<file path="config.mk">
export PLATFORM = sky130hd
export DESIGN_NAME = rgbpk_tx_flat
export DESIGN_NICKNAME = d
export VERILOG_FILES = /design/src/hw/rgbpk_pkg.sv /design/src/hw/rgbpk_link_if.sv /design/src/hw/rgbpk_tx.sv /design/src/flat_wrapper.sv
export SDC_FILE = /design/constraint.sdc
export NUM_CORES = 1
export LEC_CHECK = 0
export ABC_CLOCK_PERIOD_IN_PS = 1000
export BUFFER_PORTS_ARGS = -buffer_cell sky130_fd_sc_hd__buf_2
export CAP_MARGIN = 15
export CORE_AREA = 8 8 65 67
export DETAILED_ROUTE_END_ITERATION = 10
export DIE_AREA = 0 0 73 75
export HOLD_SLACK_MARGIN = 0.02
export PLACE_DENSITY = 0.77
export SLEW_MARGIN = 20
export SYNTH_ARGS = -nofsm -noshare
export SYNTH_HDL_FRONTEND = slang
export SYNTH_SLANG_ARGS = --single-unit
</file>
<file path="constraint.sdc">
create_clock -name ref_clk_i -period 1 [get_ports ref_clk_i]
set_input_delay 0.15 -clock ref_clk_i [delete_from_list [all_inputs] [get_ports ref_clk_i]]
set_output_delay 0.15 -clock ref_clk_i [all_outputs]
set_load 0.05 [all_outputs]
</file>
<file path="src/hw/rgbpk_pkg.sv">
// package for the rgb pixel byte packer link
// shared by the transmitter end and the panel unpacker end
package rgbpk_pkg;
  localparam int unsigned WORD_W      = 32;
  localparam int unsigned COMP_W      = 10;
  localparam int unsigned DEPTH8_W    = 8;
  // byte lane positions of the packer word
  localparam int unsigned RED_LSB     = 0;
  localparam int unsigned GREEN_LSB   = 8;
  localparam int unsigned BLUE_LSB    = 16;
  localparam int unsigned TOP_LSB     = 24;
  // two-bit low parts in the top byte
  localparam int unsigned BLUE_LO_LSB  = 26;
  localparam int unsigned GREEN_LO_LSB = 28;
  localparam int unsigned RED_LO_LSB   = 30;
  localparam logic [31:0] WORD_RESET  = 32'h0000_0000;
  localparam logic [9:0]  COMP_RESET  = 10'h000;
  // depth select level: high selects 10-bit packing
  localparam logic        DEPTH_10BIT = 1'h1;

  typedef struct packed {
    logic [9:0] red;
    logic [9:0] green;
    logic [9:0] blue;
  } rgbpk_pixel_t;
endpackage

</file>
<file path="src/hw/rgbpk_link_if.sv">
// link between the pixel transmitter and the panel unpacker
// one clock, word is sampled on the rising edge when valid is high
`timescale 1ns/1ps
`default_nettype none
interface rgbpk_link_if
(
  input wire logic ref_clk_i
);
  logic [31:0] word;
  logic        valid;
  logic        depth_10bit;

  modport tx
  (
    input  ref_clk_i,
    output word,
    output valid,
    output depth_10bit
  );

  modport rx
  (
    input  ref_clk_i,
    input  word,
    input  valid,
    input  depth_10bit
  );
endinterface
`default_nettype wire

</file>
<file path="src/hw/rgbpk_tx.sv">
// transmitter end: packs one rgb pixel into the 32-bit packer word
// assumes the panel supply state arrives synchronous to ref_clk_i
`timescale 1ns/1ps
`default_nettype none
module rgbpk_tx
(
  input  wire logic                  ref_clk_i,
  input  wire logic                  reset_i,
  input  wire logic                  clk_en_i,
  input  wire logic                  panel_supply_on_i,
  input  wire logic                  depth_10bit_i,
  input  wire logic                  pix_valid_i,
  input  wire rgbpk_pkg::rgbpk_pixel_t pix_i,
  rgbpk_link_if.tx                   link
);
  typedef struct packed {
    logic [31:0] word;
    logic        valid;
    logic        depth;
  } rgbpk_tx_state_t;

  rgbpk_tx_state_t state_reg;
  rgbpk_tx_state_t state_next;

  function automatic logic [31:0] rgbpk_pack(
    input logic                   d10,
    input rgbpk_pkg::rgbpk_pixel_t p
  );
    logic [31:0] w;
    w = rgbpk_pkg::WORD_RESET;
    if (d10)
    begin
      w[rgbpk_pkg::RED_LSB   +: 8] = p.red[9:2];
      w[rgbpk_pkg::GREEN_LSB +: 8] = p.green[9:2];
      w[rgbpk_pkg::BLUE_LSB  +: 8] = p.blue[9:2];
      w[rgbpk_pkg::BLUE_LO_LSB  +: 2] = p.blue[1:0];
      w[rgbpk_pkg::GREEN_LO_LSB +: 2] = p.green[1:0];
      w[rgbpk_pkg::RED_LO_LSB   +: 2] = p.red[1:0];
    end
    else
    begin
      w[rgbpk_pkg::RED_LSB   +: 8] = p.red[7:0];
      w[rgbpk_pkg::GREEN_LSB +: 8] = p.green[7:0];
      w[rgbpk_pkg::BLUE_LSB  +: 8] = p.blue[7:0];
    end
    return w;
  endfunction

  always_comb
  begin
    state_next = state_reg;
    if (!panel_supply_on_i)
    begin
      // all lines held low while the panel is unpowered
      state_next.word  = rgbpk_pkg::WORD_RESET;
      state_next.valid = 1'b0;
      state_next.depth = 1'b0;
    end
    else
    begin
      state_next.depth = depth_10bit_i;
      state_next.valid = pix_valid_i;
      if (pix_valid_i)
      begin
        state_next.word = rgbpk_pack(depth_10bit_i, pix_i);
      end
      else
      begin
        state_next.word = rgbpk_pkg::WORD_RESET;
      end
    end
  end

  always_ff @(posedge ref_clk_i)
  begin
    if (reset_i)
    begin
      state_reg <= '0;
    end
    else if (clk_en_i)
    begin
      state_reg <= state_next;
    end
  end

  assign link.word        = state_reg.word;
  assign link.valid       = state_reg.valid;
  assign link.depth_10bit = state_reg.depth;
endmodule // rgbpk_tx
`default_nettype wire

</file>
<file path="src/flat_wrapper.sv">
// flat-port wrapper written by rule: the top's interface ports become plain ports
module rgbpk_tx_flat 
  (ref_clk_i, reset_i, clk_en_i, panel_supply_on_i, depth_10bit_i, pix_valid_i, pix_i, link_word, link_valid, link_depth_10bit);
  rgbpk_link_if link_i (.ref_clk_i(ref_clk_i));
  input  wire logic ref_clk_i;
  input  wire logic reset_i;
  input  wire logic clk_en_i;
  input  wire logic panel_supply_on_i;
  input  wire logic depth_10bit_i;
  input  wire logic pix_valid_i;
  input  wire rgbpk_pkg::rgbpk_pixel_t pix_i;
  output wire logic [$bits(link_i.word)-1:0] link_word;
  output wire logic [$bits(link_i.valid)-1:0] link_valid;
  output wire logic [$bits(link_i.depth_10bit)-1:0] link_depth_10bit;
  assign link_word = link_i.word;
  assign link_valid = link_i.valid;
  assign link_depth_10bit = link_i.depth_10bit;
  rgbpk_tx u_core (.ref_clk_i(ref_clk_i), .reset_i(reset_i), .clk_en_i(clk_en_i), .panel_supply_on_i(panel_supply_on_i), .depth_10bit_i(depth_10bit_i), .pix_valid_i(pix_valid_i), .pix_i(pix_i), .link(link_i));
endmodule
</file>
## Yosys cells after proc, flatten, opt, wreduce, memory -nomap -nowiden

Index checks and enable logic that the tools add are counted.

| storage, ports and cells | value |
|---|---|
| logic and storage cells | 7 |
| register bits after elaboration | 34 |
| bits in latches | 0 |
| memories kept | 0 |
| memory bits (read-only) | 0 |
| memory bits (writable) | 0 |

| cells by class | value |
|---|---|
| shift-type cells | 0 |
| mux-type cells | 4 |
| divide/modulo/power cells | 0 |
| equal/unequal tests | 0 |
| reduce and logical (&&, ||, !) cells | 0 |
| bitwise logic cells | 0 |
| magnitude comparators | 0 |
| add/subtract/negate cells | 0 |
| multipliers | 0 |

Operators by type and width:

| cell | number |
|---|---|
| 34-bit 2-to-1 mux | 1 |
| 32-bit 2-to-1 mux | 1 |
| 24-bit 2-to-1 mux | 1 |
| 6-bit 2-to-1 mux | 1 |

## Longest topological paths before layout

Gate-level depths: netlist (run 1).

| logic depth | value |
|---|---|
| depth after elaboration | 3 |
| depth in mapped cells | 4 |
| gate-level depth less buffers | 2 |

## Least setup slack after synthesis (run 1)

Ideal clock, no wire load.

| timing | value |
|---|---|
| kind | register to register |
| start point | reg, netlist name u_core.link.valid |
| end point | reg u_core.state_reg, in the netlist u_core.link.valid |
| slack | 0.100 ns |
| period minus slack after synthesis | 0.900 ns |
| buffers on the path | 0 |
| arrival | 0.831 ns |
| stages on the path, launching flop included | 3 |
| library setup time | 0.070 ns |
| path through | dfxtp_1 -> nand2b_1 -> a21oi_1 |

RTL lines:

| what | line | source |
|---|---|---|
| to (signal assigned) | rgbpk_tx.sv:82 | `state_reg <= state_next;` |
| to (decl) | rgbpk_tx.sv:22 | `rgbpk_tx_state_t state_reg;` |

## Final worst setup path (run 1)

| timing | value |
|---|---|
| start point | reg u_core.state_reg, in the netlist u_core.link.word[29] |
| end point | out link_word[29] |

RTL lines:

| what | line | source |
|---|---|---|
| to (decl) | flat_wrapper.sv:12 | `output wire logic [$bits(link_i.word)-1:0] link_word;` |

No word-level cell between the ends.

==> reports/metrics.cfg, run 1 <==
[logic_synthesis]
synth_area_leaders = dfxtp_1 47%, mux2i_1 18%, o2bb2ai_2 11%, o2bb2ai_1 9.0%, a32o_1 4.4%
synth_ff_type = dfxtp_1
synth_top_area_cell = dfxtp_1
avgSynthCellArea_sq_um = 12.6
synthArstFlopShare = 0
yosysWarnings = 0
synthCells = 108
synth_top_cell_area_share = 0.471
synth_most_common_cell = dfxtp_1
synth-seq-area-share = 0.471
synth-edff-count = 0
ys_types = 16
synth_seq_cells = 32
netlist_area_sq_um = 1360
synth_common_cells = 32 x dfxtp_1, 24 x mux2i_1, 14 x o2bb2ai_1

[min_path]
hold-path-cell-count = 3
worst_hold_path_type = input port to flop

[critical_path]
cp_num_cells = 1
path_max_fanout = 2
r2r_cells = 3
worstSetupStartpointType = flop
worstSetupPathType = flop to output pin
cp_num_buf_inv = 1
worst_path_max_delay_cell = dfxtp_2
max_stage_delay_ns = 0.37
end_kind = output pin
worst_ep_arrival_time_ns = 0.87
cp_cell_sequence = buf_8
crit_family = flip-flops
crit_required_ns = 0.85

[timing]
holdWs_ns = 0.0685
min_period_ns = 1.02
hold_viol_final = 0
skew_ns = 0
post-route-period-util = 1.02
rsz0062_at_grt = yes
finalSetupViolCount = 10
finalMaxSlewViolations = 0
setup_tns_ns = -0.0641
fin_ws_ns = -0.0176
max_freq_mhz = 983

[pwr]
power_leakage_uw = 0.00104
cellPowerDensity_nw_per_um2 = 1250
internal_power_uw = 2080
pwr-share-clk = 0.343
p_seq_frac = 0.465
vdd_drop_max_uv = 927
power.net_switching_uw = 805
swShare = 0.279
pwr-share-comb = 0.193

[finish]
multi_input_area_sq_um = 644
layout-drive-gt1-share = 0.717
seqCellArea_sq_um = 681
fin_area_sq_um = 2310
final_cell_count_no_fill = 237
area_growth_pct = 70.1
diodes = 0
fillers = 235
layout.nets = 226

[clocking]
clk_pin_slew_ns = 0.11
root_buffer = clkbuf_4
clock_path_buffers = 2
htreeDepth = 2
clk-insertion-delay-late_ns = 0.34
cts_buffers = 5
clock_sinks = 32
cts_tree = yes

[floorplan]
io_pins = 70
initial_utilization = 0.421
core_region_area_sq_um = 3230
die-area_sq_um = 5480
floorplan.die.width_um = 73
fp.dieH_um = 75
rows = 21

[routing]
drc_errors = 0
avgViaCountPerCell = 5.19
first_iter_violations = 53
firstDrtPassIters = 4
num_vias = 1229
wl_um = 4340
ant_nets = 0
wire_per_inst_um = 18.3

[placement]
gp_congestion = 0.747
dp_hpwl_um = 2750
dp.cells = 214
port-buffer-count = 67
placed_cell_area_sq_um = 1760

[flow_run]
max-cap-violations = 0

[global_route]
antenna_found_initial = 0
grt_usage = 0.156
grt_max_degree = 31
grt_pass1_wl_um = 6580
grt_overflow = 0
grt_pass1_vias = 1337

[outcome]
status = finished with violations
violations = setup timing

path summary, 6_finish.rpt:
kind	start	end	slack, ns
setup reg to reg	u_core.link.word[7]$_SDFFE_PP0P_	u_core.link.word[7]$_SDFFE_PP0P_	0.18
setup / recovery	u_core.link.word[29]$_SDFFE_PP0P_	link_word[29]	-0.02
hold / removal	pix_i[28]	u_core.link.word[6]$_SDFFE_PP0P_	0.07
hold reg to reg	u_core.link.word[20]$_SDFFE_PP0P_	u_core.link.word[20]$_SDFFE_PP0P_	0.49
what timing repair did:
action / CTS / global route
hold buffers: 1 / 0
setup endpoints to repair: 32 / 32
hold endpoints to repair: 2 / 0
gates resized for setup: 114 / 14
gates cloned: 0 / 0
setup buffers: 11 / 3
cell type report:
type / count / share of cell area
clock buffers: 5 / 0.0162
clock inverters: 3 / 0.0184
multi-input cells: 65 / 0.279
flip-flops and latches: 32 / 0.294
well taps: 46 / 0.0249
repair buffers: 86 / 0.368
registers in the layout, indices dropped and copies added (netlist names):
register and flops:
u_core.link.word 30, u_core.link.valid 1, u_core.link.depth_10bit 1
through the flow:
step / power [uW] / setup WS, ns / util
floorplan: 1650 / 0.0996 / -
global placement: 1800 / 0.0574 / 0.544
detailed placement: 1810 / 0.00196 / 0.544
CTS: 2870 / -0.0181 / 0.693
global route: 3000 / -0.0509 / 0.716
finish: 2890 / -0.0176 / 0.716
cell usage in the layout, fill, tap and decap left out, drive strengths merged:
master	count
clkinvlp	1
buf	85
nand4b	1
o2bb2ai	24
dlygate4sd3	1
bufinv	1
a21oi	2
conb	2
clkbuf	5
nand3	2
clkinv	1
mux2i	24
a32o	6
dfxtp	32
nor2	1
and4b	1
nand2b	2
kinds of logic (layout without fill, tap and decap cells):
kind of cell    after synthesis  in the layout  synth area share
compound gates               32             32             0.252
flops                        32             32             0.471
mux                          24             24             0.177
buf+inv                      12             94            0.0598
simple gates                  7              7            0.0377
other cells                   1              2           0.00276
power groups by stage:
stage	Clock [uW]	Combinational, uW	Sequential (uW)
floorplan	0	184	1470
global placement	0	445	1350
detailed placement	0	460	1350
CTS	996	534	1340
global route	1070	585	1350
finish	991	556	1340
metal layers:
metal | vias up | track usage | routed length (um)
met4 | 0 | 0.0400 | 39
met5 | - | 0 | 0
met2 | 58 | 0.265 | 2200
li1 | 582 | - | -
met1 | 584 | 0.164 | 1680
met3 | 5 | 0.0879 | 422
No activity file was read; power rests on OpenSTA's default activity.
==> run 2: changes to the inputs <==
==> constraint.sdc (replaced) <==
create_clock -name ref_clk_i -period 1 [get_ports ref_clk_i]
set_input_delay 0.15 -clock ref_clk_i [delete_from_list [all_inputs] [get_ports ref_clk_i]]
set_output_delay 0.15 -clock ref_clk_i [all_outputs]
set_load 0.005 [all_outputs]
==> run 2 against run 1 <==
The run now ends clean; via count down 5.6%; global-route usage down 2.0 points; count of clock-buffer cells in the layout unchanged; setup slack better by 0.043 ns; worst hold slack worse by 0.041 ns; register-to-register slack better by 0.15 ns; critical path type unchanged; largest power group unchanged.
==> reports/metrics.cfg, run 2 (synthesis results as in run 1) <==
[placement]
gp_congestion = 0.747  ; unchanged
pre_cts_ws_ns = 0.00196  ; unchanged
port-buffer-count = 67  ; unchanged
dp_hpwl_um = 2750  ; unchanged
dp.cells = 214  ; unchanged

[clocking]
clock_path_buffers = 2  ; unchanged
clock_sinks = 32  ; unchanged
cts_tree = yes  ; unchanged
cts_buffers = 5  ; unchanged
clk_pin_slew_ns = 0.10  ; was 0.11 ns
root_buffer = clkbuf_4  ; unchanged
clk-insertion-delay-late_ns = 0.33  ; was 0.34 ns
htreeDepth = 2  ; unchanged

[finish]
final_common_cell = buf_2  ; unchanged
layout.nets = 216  ; was 226
final_cell_count_no_fill = 227  ; was 237
layout_common_cells = 67 x buf_2, 24 x mux2i_1, 20 x dfxtp_2  ; was 35 x buf_2, 32 x buf_8, 32 x dfxtp_2
area_growth_pct = 39.9  ; was 70.1%
layout-drive-gt1-share = 0.635  ; was 0.717
largest_reg_flops = 30  ; unchanged
diodes = 0  ; unchanged

[timing]
setup_tns_ns = 0  ; was -0.0641 ns
fin_ws_ns = 0.0254  ; was -0.0176 ns
max_freq_mhz = 1030  ; was 983 MHz
hold_viol_final = 0  ; unchanged
finalMaxSlewViolations = 0  ; unchanged
holdWs_ns = 0.0273  ; was 0.0685 ns
skew_ns = 0  ; unchanged
min_period_ns = 0.975  ; was 1.02 ns
finalSetupViolCount = 0  ; was 10
post-route-period-util = 0.975  ; was 1.02

[floorplan]
die-area_sq_um = 5480  ; unchanged
initial_utilization = 0.421  ; unchanged
fp.dieH_um = 75  ; unchanged
io_pins = 70  ; unchanged
floorplan.die.width_um = 73  ; unchanged
rows = 21  ; unchanged
core_region_area_sq_um = 3230  ; unchanged

[critical_path]
cp_cell_sequence = buf_2  ; was buf_8
crit_family = flip-flops  ; unchanged
worstSetupStartpointType = flop  ; unchanged
end_kind = output pin  ; unchanged
worst_path_max_delay_cell = dfxtp_1  ; was dfxtp_2
worstSetupPathType = flop to output pin  ; unchanged
r2r_cells = 2  ; was 3
path_max_fanout = 2  ; unchanged
worst_ep_arrival_time_ns = 0.82  ; was 0.87 ns
max_stage_delay_ns = 0.37  ; about the same
cp_num_buf_inv = 1  ; unchanged
crit_required_ns = 0.85  ; about the same
cp_num_cells = 1  ; unchanged

[pwr]
cellPowerDensity_nw_per_um2 = 1390  ; was 1250 nW/um^2
total_power_uw = 2650  ; was 2890 uW
power_leakage_uw = 0.000929  ; was 0.00104 uW
vdd_drop_max_uv = 937  ; was 927 uV

[min_path]
hold-path-cell-count = 2  ; was 3
worst_hold_path_type = input port to flop  ; unchanged

[routing]
wire_per_inst_um = 16.2  ; was 18.3 um
num_vias = 1160  ; was 1229
avgViaCountPerCell = 5.11  ; was 5.19
wl_um = 3680  ; was 4340 um
drc_errors = 0  ; unchanged
ant_nets = 0  ; unchanged
first_iter_violations = 50  ; was 53
firstDrtPassIters = 4  ; unchanged

[global_route]
grt_max_degree = 31  ; unchanged
grt_pass1_vias = 1248  ; was 1337
antenna_found_initial = 0  ; unchanged
grt_overflow = 0  ; unchanged
grt_pass1_wl_um = 5790  ; was 6580 um
grt_usage = 0.137  ; was 0.156

[flow_run]
max-cap-violations = 0  ; unchanged

[outcome]
status = finished, final reports clean  ; was finished with violations

## run 2: cell types whose count changed in the layout (fill, tap and decap cells not counted), sizes merged
cell,delta
buf,-10
## run 2: final cells by class
class                      count  area, sq um
fill                         294         1330
sequential                    32          666
multi-input combinational     65          644
timing repair buffer          76          455
tap                           46         57.6
clock inverter                 3         42.5
clock buffer                   5         37.5
## run 2: power by group
group          internal [uW]  switching (uW)
clock                    521             463
sequential              1310            17.8
combinational            176             165
total                   2010             646
## run 2: path summary, 6_finish.rpt
path                                                        start                                end  slack, ns
worst max-delay path            u_core.link.word[31]$_SDFFE_PP0P_                      link_word[31]       0.03
worst min-delay path                                      reset_i     u_core.link.valid$_SDFFE_PP0P_       0.03
worst min register to register  u_core.link.word[15]$_SDFFE_PP0P_  u_core.link.word[15]$_SDFFE_PP0P_       0.46
worst max register to register  u_core.link.word[10]$_SDFFE_PP0P_  u_core.link.word[10]$_SDFFE_PP0P_       0.33
## run 2: through the flow
step                      area [sq um]   util
after floorplan                   1360      -
after detailed placement          1760  0.544
after global placement            1760  0.544
after global routing              1900  0.589
after CTS                         1840  0.570
final                             1900  0.589
## run 2: timing repair
| item | 4_1_cts | 5_1_grt |
|---|---|---|
| hold buffers | 0 | 1 |
| cloned | 0 | 0 |
| endpoints found under the setup margin | 4 | 20 |
| setup buffers | 0 | 4 |
| pin swaps | 0 | 0 |
| gates resized for setup | 4 | 16 |
| endpoints found under the hold margin | 0 | 1 |
## run 2: per-layer routing
| metal | vias up | share of wire | wire length [um] | GRT usage |
|---|---|---|---|---|
| li1 | 559 | - | - | - |
| met1 | 544 | 0.43 | 1580 | 0.153 |
| met2 | 53 | 0.46 | 1670 | 0.213 |
| met3 | 4 | 0.10 | 382 | 0.0826 |
| met4 | 0 | 0.011 | 39 | 0.0400 |
| met5 | - | 0 | 0 | 0 |
==> run 3: changes to the inputs <==
--- a/config.mk
+++ b/config.mk
@@ -8,9 +8,9 @@
 export ABC_CLOCK_PERIOD_IN_PS = 1000
 export BUFFER_PORTS_ARGS = -buffer_cell sky130_fd_sc_hd__buf_2
 export CAP_MARGIN = 15
-export CORE_AREA = 8 8 65 67
+export CORE_AREA = 2 2 59 61
 export DETAILED_ROUTE_END_ITERATION = 10
-export DIE_AREA = 0 0 73 75
+export DIE_AREA = 0 0 61 63
 export HOLD_SLACK_MARGIN = 0.02
 export PLACE_DENSITY = 0.77
 export SLEW_MARGIN = 20
==> run 3 against run 2 <==
Count of clock-buffer cells in the layout increased by 3; combinational power down 5%; register-to-register slack gained 0.03 ns; setup slack gained 0.028 ns; sequential cell count is the same; routed wire length shrank 19%; global-route usage increased by 2.9 points; non-clock buffer count fell by 5; critical path depth stayed put; cell area fell by 3.6%; final cell count decreased by 2.2%; largest cell class unchanged.
==> reports/metrics.cfg, run 3 (synthesis results as in run 1) <==
[outcome]
status = finished, final reports clean  ; unchanged

[min_path]
hold-path-cell-count = 2  ; unchanged
worst_hold_path_type = input port to flop  ; unchanged

[critical_path]
path_max_fanout = 2  ; unchanged
crit_required_ns = 0.85  ; about the same
max_stage_delay_ns = 0.35  ; was 0.37 ns
crit_family = flip-flops  ; unchanged
cp_num_buf_inv = 1  ; unchanged
worstSetupPathType = flop to output pin  ; unchanged
cp_cell_sequence = buf_2  ; unchanged
r2r_cells = 1  ; was 2
worstSetupStartpointType = flop  ; unchanged
worst_ep_arrival_time_ns = 0.80  ; was 0.82 ns
cp_num_cells = 1  ; unchanged
worst_path_max_delay_cell = dfxtp_1  ; unchanged
end_kind = output pin  ; unchanged

[timing]
hold_viol_final = 0  ; unchanged
min_period_ns = 0.947  ; was 0.975 ns
finalMaxSlewViolations = 0  ; unchanged
rsz0062_at_grt = no
max_freq_mhz = 1060  ; was 1030 MHz
skew_ns = 0  ; unchanged
setup_tns_ns = 0  ; unchanged
post-route-period-util = 0.947  ; was 0.975
finalSetupViolCount = 0  ; unchanged

[floorplan]
rows = 21  ; unchanged
floorplan.die.width_um = 61  ; was 73 um
initial_utilization = 0.421  ; unchanged
die-area_sq_um = 3840  ; was 5480 sq um
fp.dieH_um = 63  ; was 75 um
io_pins = 70  ; unchanged
core_region_area_sq_um = 3230  ; unchanged

[finish]
largest_reg_flops = 30  ; unchanged
fin_area_sq_um = 1840  ; was 1900 sq um
area_growth_pct = 35.0  ; was 39.9%
layout.nets = 211  ; was 216
finalCoreUtilization = 0.568  ; was 0.589
layout_common_cells = 67 x buf_2, 24 x mux2i_1, 17 x dfxtp_1  ; was 67 x buf_2, 24 x mux2i_1, 20 x dfxtp_2
diodes = 0  ; unchanged
fillers = 292  ; was 294
final_common_cell = buf_2  ; unchanged
layout-drive-gt1-share = 0.591  ; was 0.635

[clocking]
htreeDepth = 2  ; unchanged
clk_pin_slew_ns = 0.09  ; was 0.10 ns
clock_sinks = 32  ; unchanged
clk-insertion-delay-late_ns = 0.33  ; about the same
cts_tree = yes  ; unchanged
cts_buffers = 5  ; unchanged
clock_path_buffers = 2  ; unchanged
root_buffer = clkbuf_4  ; unchanged

[global_route]
grt_pass1_wl_um = 4690  ; was 5790 um
grt_overflow = 0  ; unchanged
grt_max_degree = 31  ; unchanged
grt_pass1_vias = 1071  ; was 1248
grt_usage = 0.166  ; was 0.137
antenna_found_initial = 0  ; unchanged

[routing]
avgViaCountPerCell = 4.97  ; was 5.11
wl_met2_um = 1400  ; was 1670 um
top_layer = met4  ; unchanged
wl_met3_um = 311  ; was 382 um
firstDrtPassIters = 4  ; unchanged
ant_nets = 0  ; unchanged
wl_um = 2990  ; was 3680 um
wl_met1_um = 1260  ; was 1580 um
drc_errors = 0  ; unchanged
first_iter_violations = 34  ; was 50
num_vias = 1103  ; was 1160
wire_per_inst_um = 13.4  ; was 16.2 um

[pwr]
vdd_drop_max_uv = 624  ; was 937 uV
power_leakage_uw = 0.000892  ; was 0.000929 uW
cellPowerDensity_nw_per_um2 = 1310  ; was 1390 nW/um^2

[placement]
gp_congestion = 0.750  ; was 0.747
dp_hpwl_um = 2260  ; was 2750 um
port-buffer-count = 67  ; unchanged
placed_cell_area_sq_um = 1760  ; unchanged

[flow_run]
max-cap-violations = 0  ; unchanged

-- run 3: changes by cell type in the layout (fill, tap and decap cells not counted) --
cell	change
dfxtp_1	+5
dlygate4sd3_1	-1
clkinv_2	-1
clkbuf_1	+2
buf_4	-4
dfxtp_2	-5
clkinvlp_4	-1
clkbuf_8	+1
bufinv_16	-1
-- run 3: final timing paths --
check,from,endpoint,slack (ns)
worst max-delay path,u_core.link.word[29]$_SDFFE_PP0P_,link_word[29],0.05
worst min-delay path,reset_i,u_core.link.depth_10bit$_SDFFE_PP0P_,0.04
worst max register to register,u_core.link.word[29]$_SDFFE_PP0P_,u_core.link.word[29]$_SDFFE_PP0P_,0.36
worst min register to register,u_core.link.word[16]$_SDFFE_PP0P_,u_core.link.word[16]$_SDFFE_PP0P_,0.46
-- run 3: power by group --
group	switching, uW	total, uW	internal, uW
clock	407	754	347
combinational	157	325	168
sequential	18.1	1330	1310
-- run 3: layout make-up --
type | count | area, sq um | area share
Clock buffer | 8 | 58.8 | 0.0320
Multi-Input combinational cell | 65 | 644 | 0.351
Sequential cell | 32 | 659 | 0.359
Timing Repair Buffer | 71 | 415 | 0.226
Tap cell | 46 | 57.6 | 0.0314
-- run 3: layer usage --
| layer | GRT usage | vias up |
|---|---|---|
| met5 | 0 | - |
| met2 | 0.262 | 52 |
| met3 | 0.0870 | 3 |
| li1 | - | 552 |
| met4 | 0.0571 | 0 |
| met1 | 0.188 | 496 |
-- run 3: stage by stage --
step	cells	power, uW	hold slack (ns)	worst slack [ns]
CTS	222	2450	0.0291	0.0130
finish	222	2410	0.0357	0.0532
detailed placement	214	1680	0.387	0.00937
global route	222	2550	0.0329	0.00120
floorplan	109	1530	0.219	0.158
global placement	214	1670	0.365	0.0532
-- run 3: repair_timing --
| action | 4_1_cts | 5_1_grt |
|---|---|---|
| hold buffers | 0 | 0 |
| setup buffers | 0 | 0 |
| gates resized for setup | 0 | 15 |
| endpoints found under the setup margin | 0 | 15 |
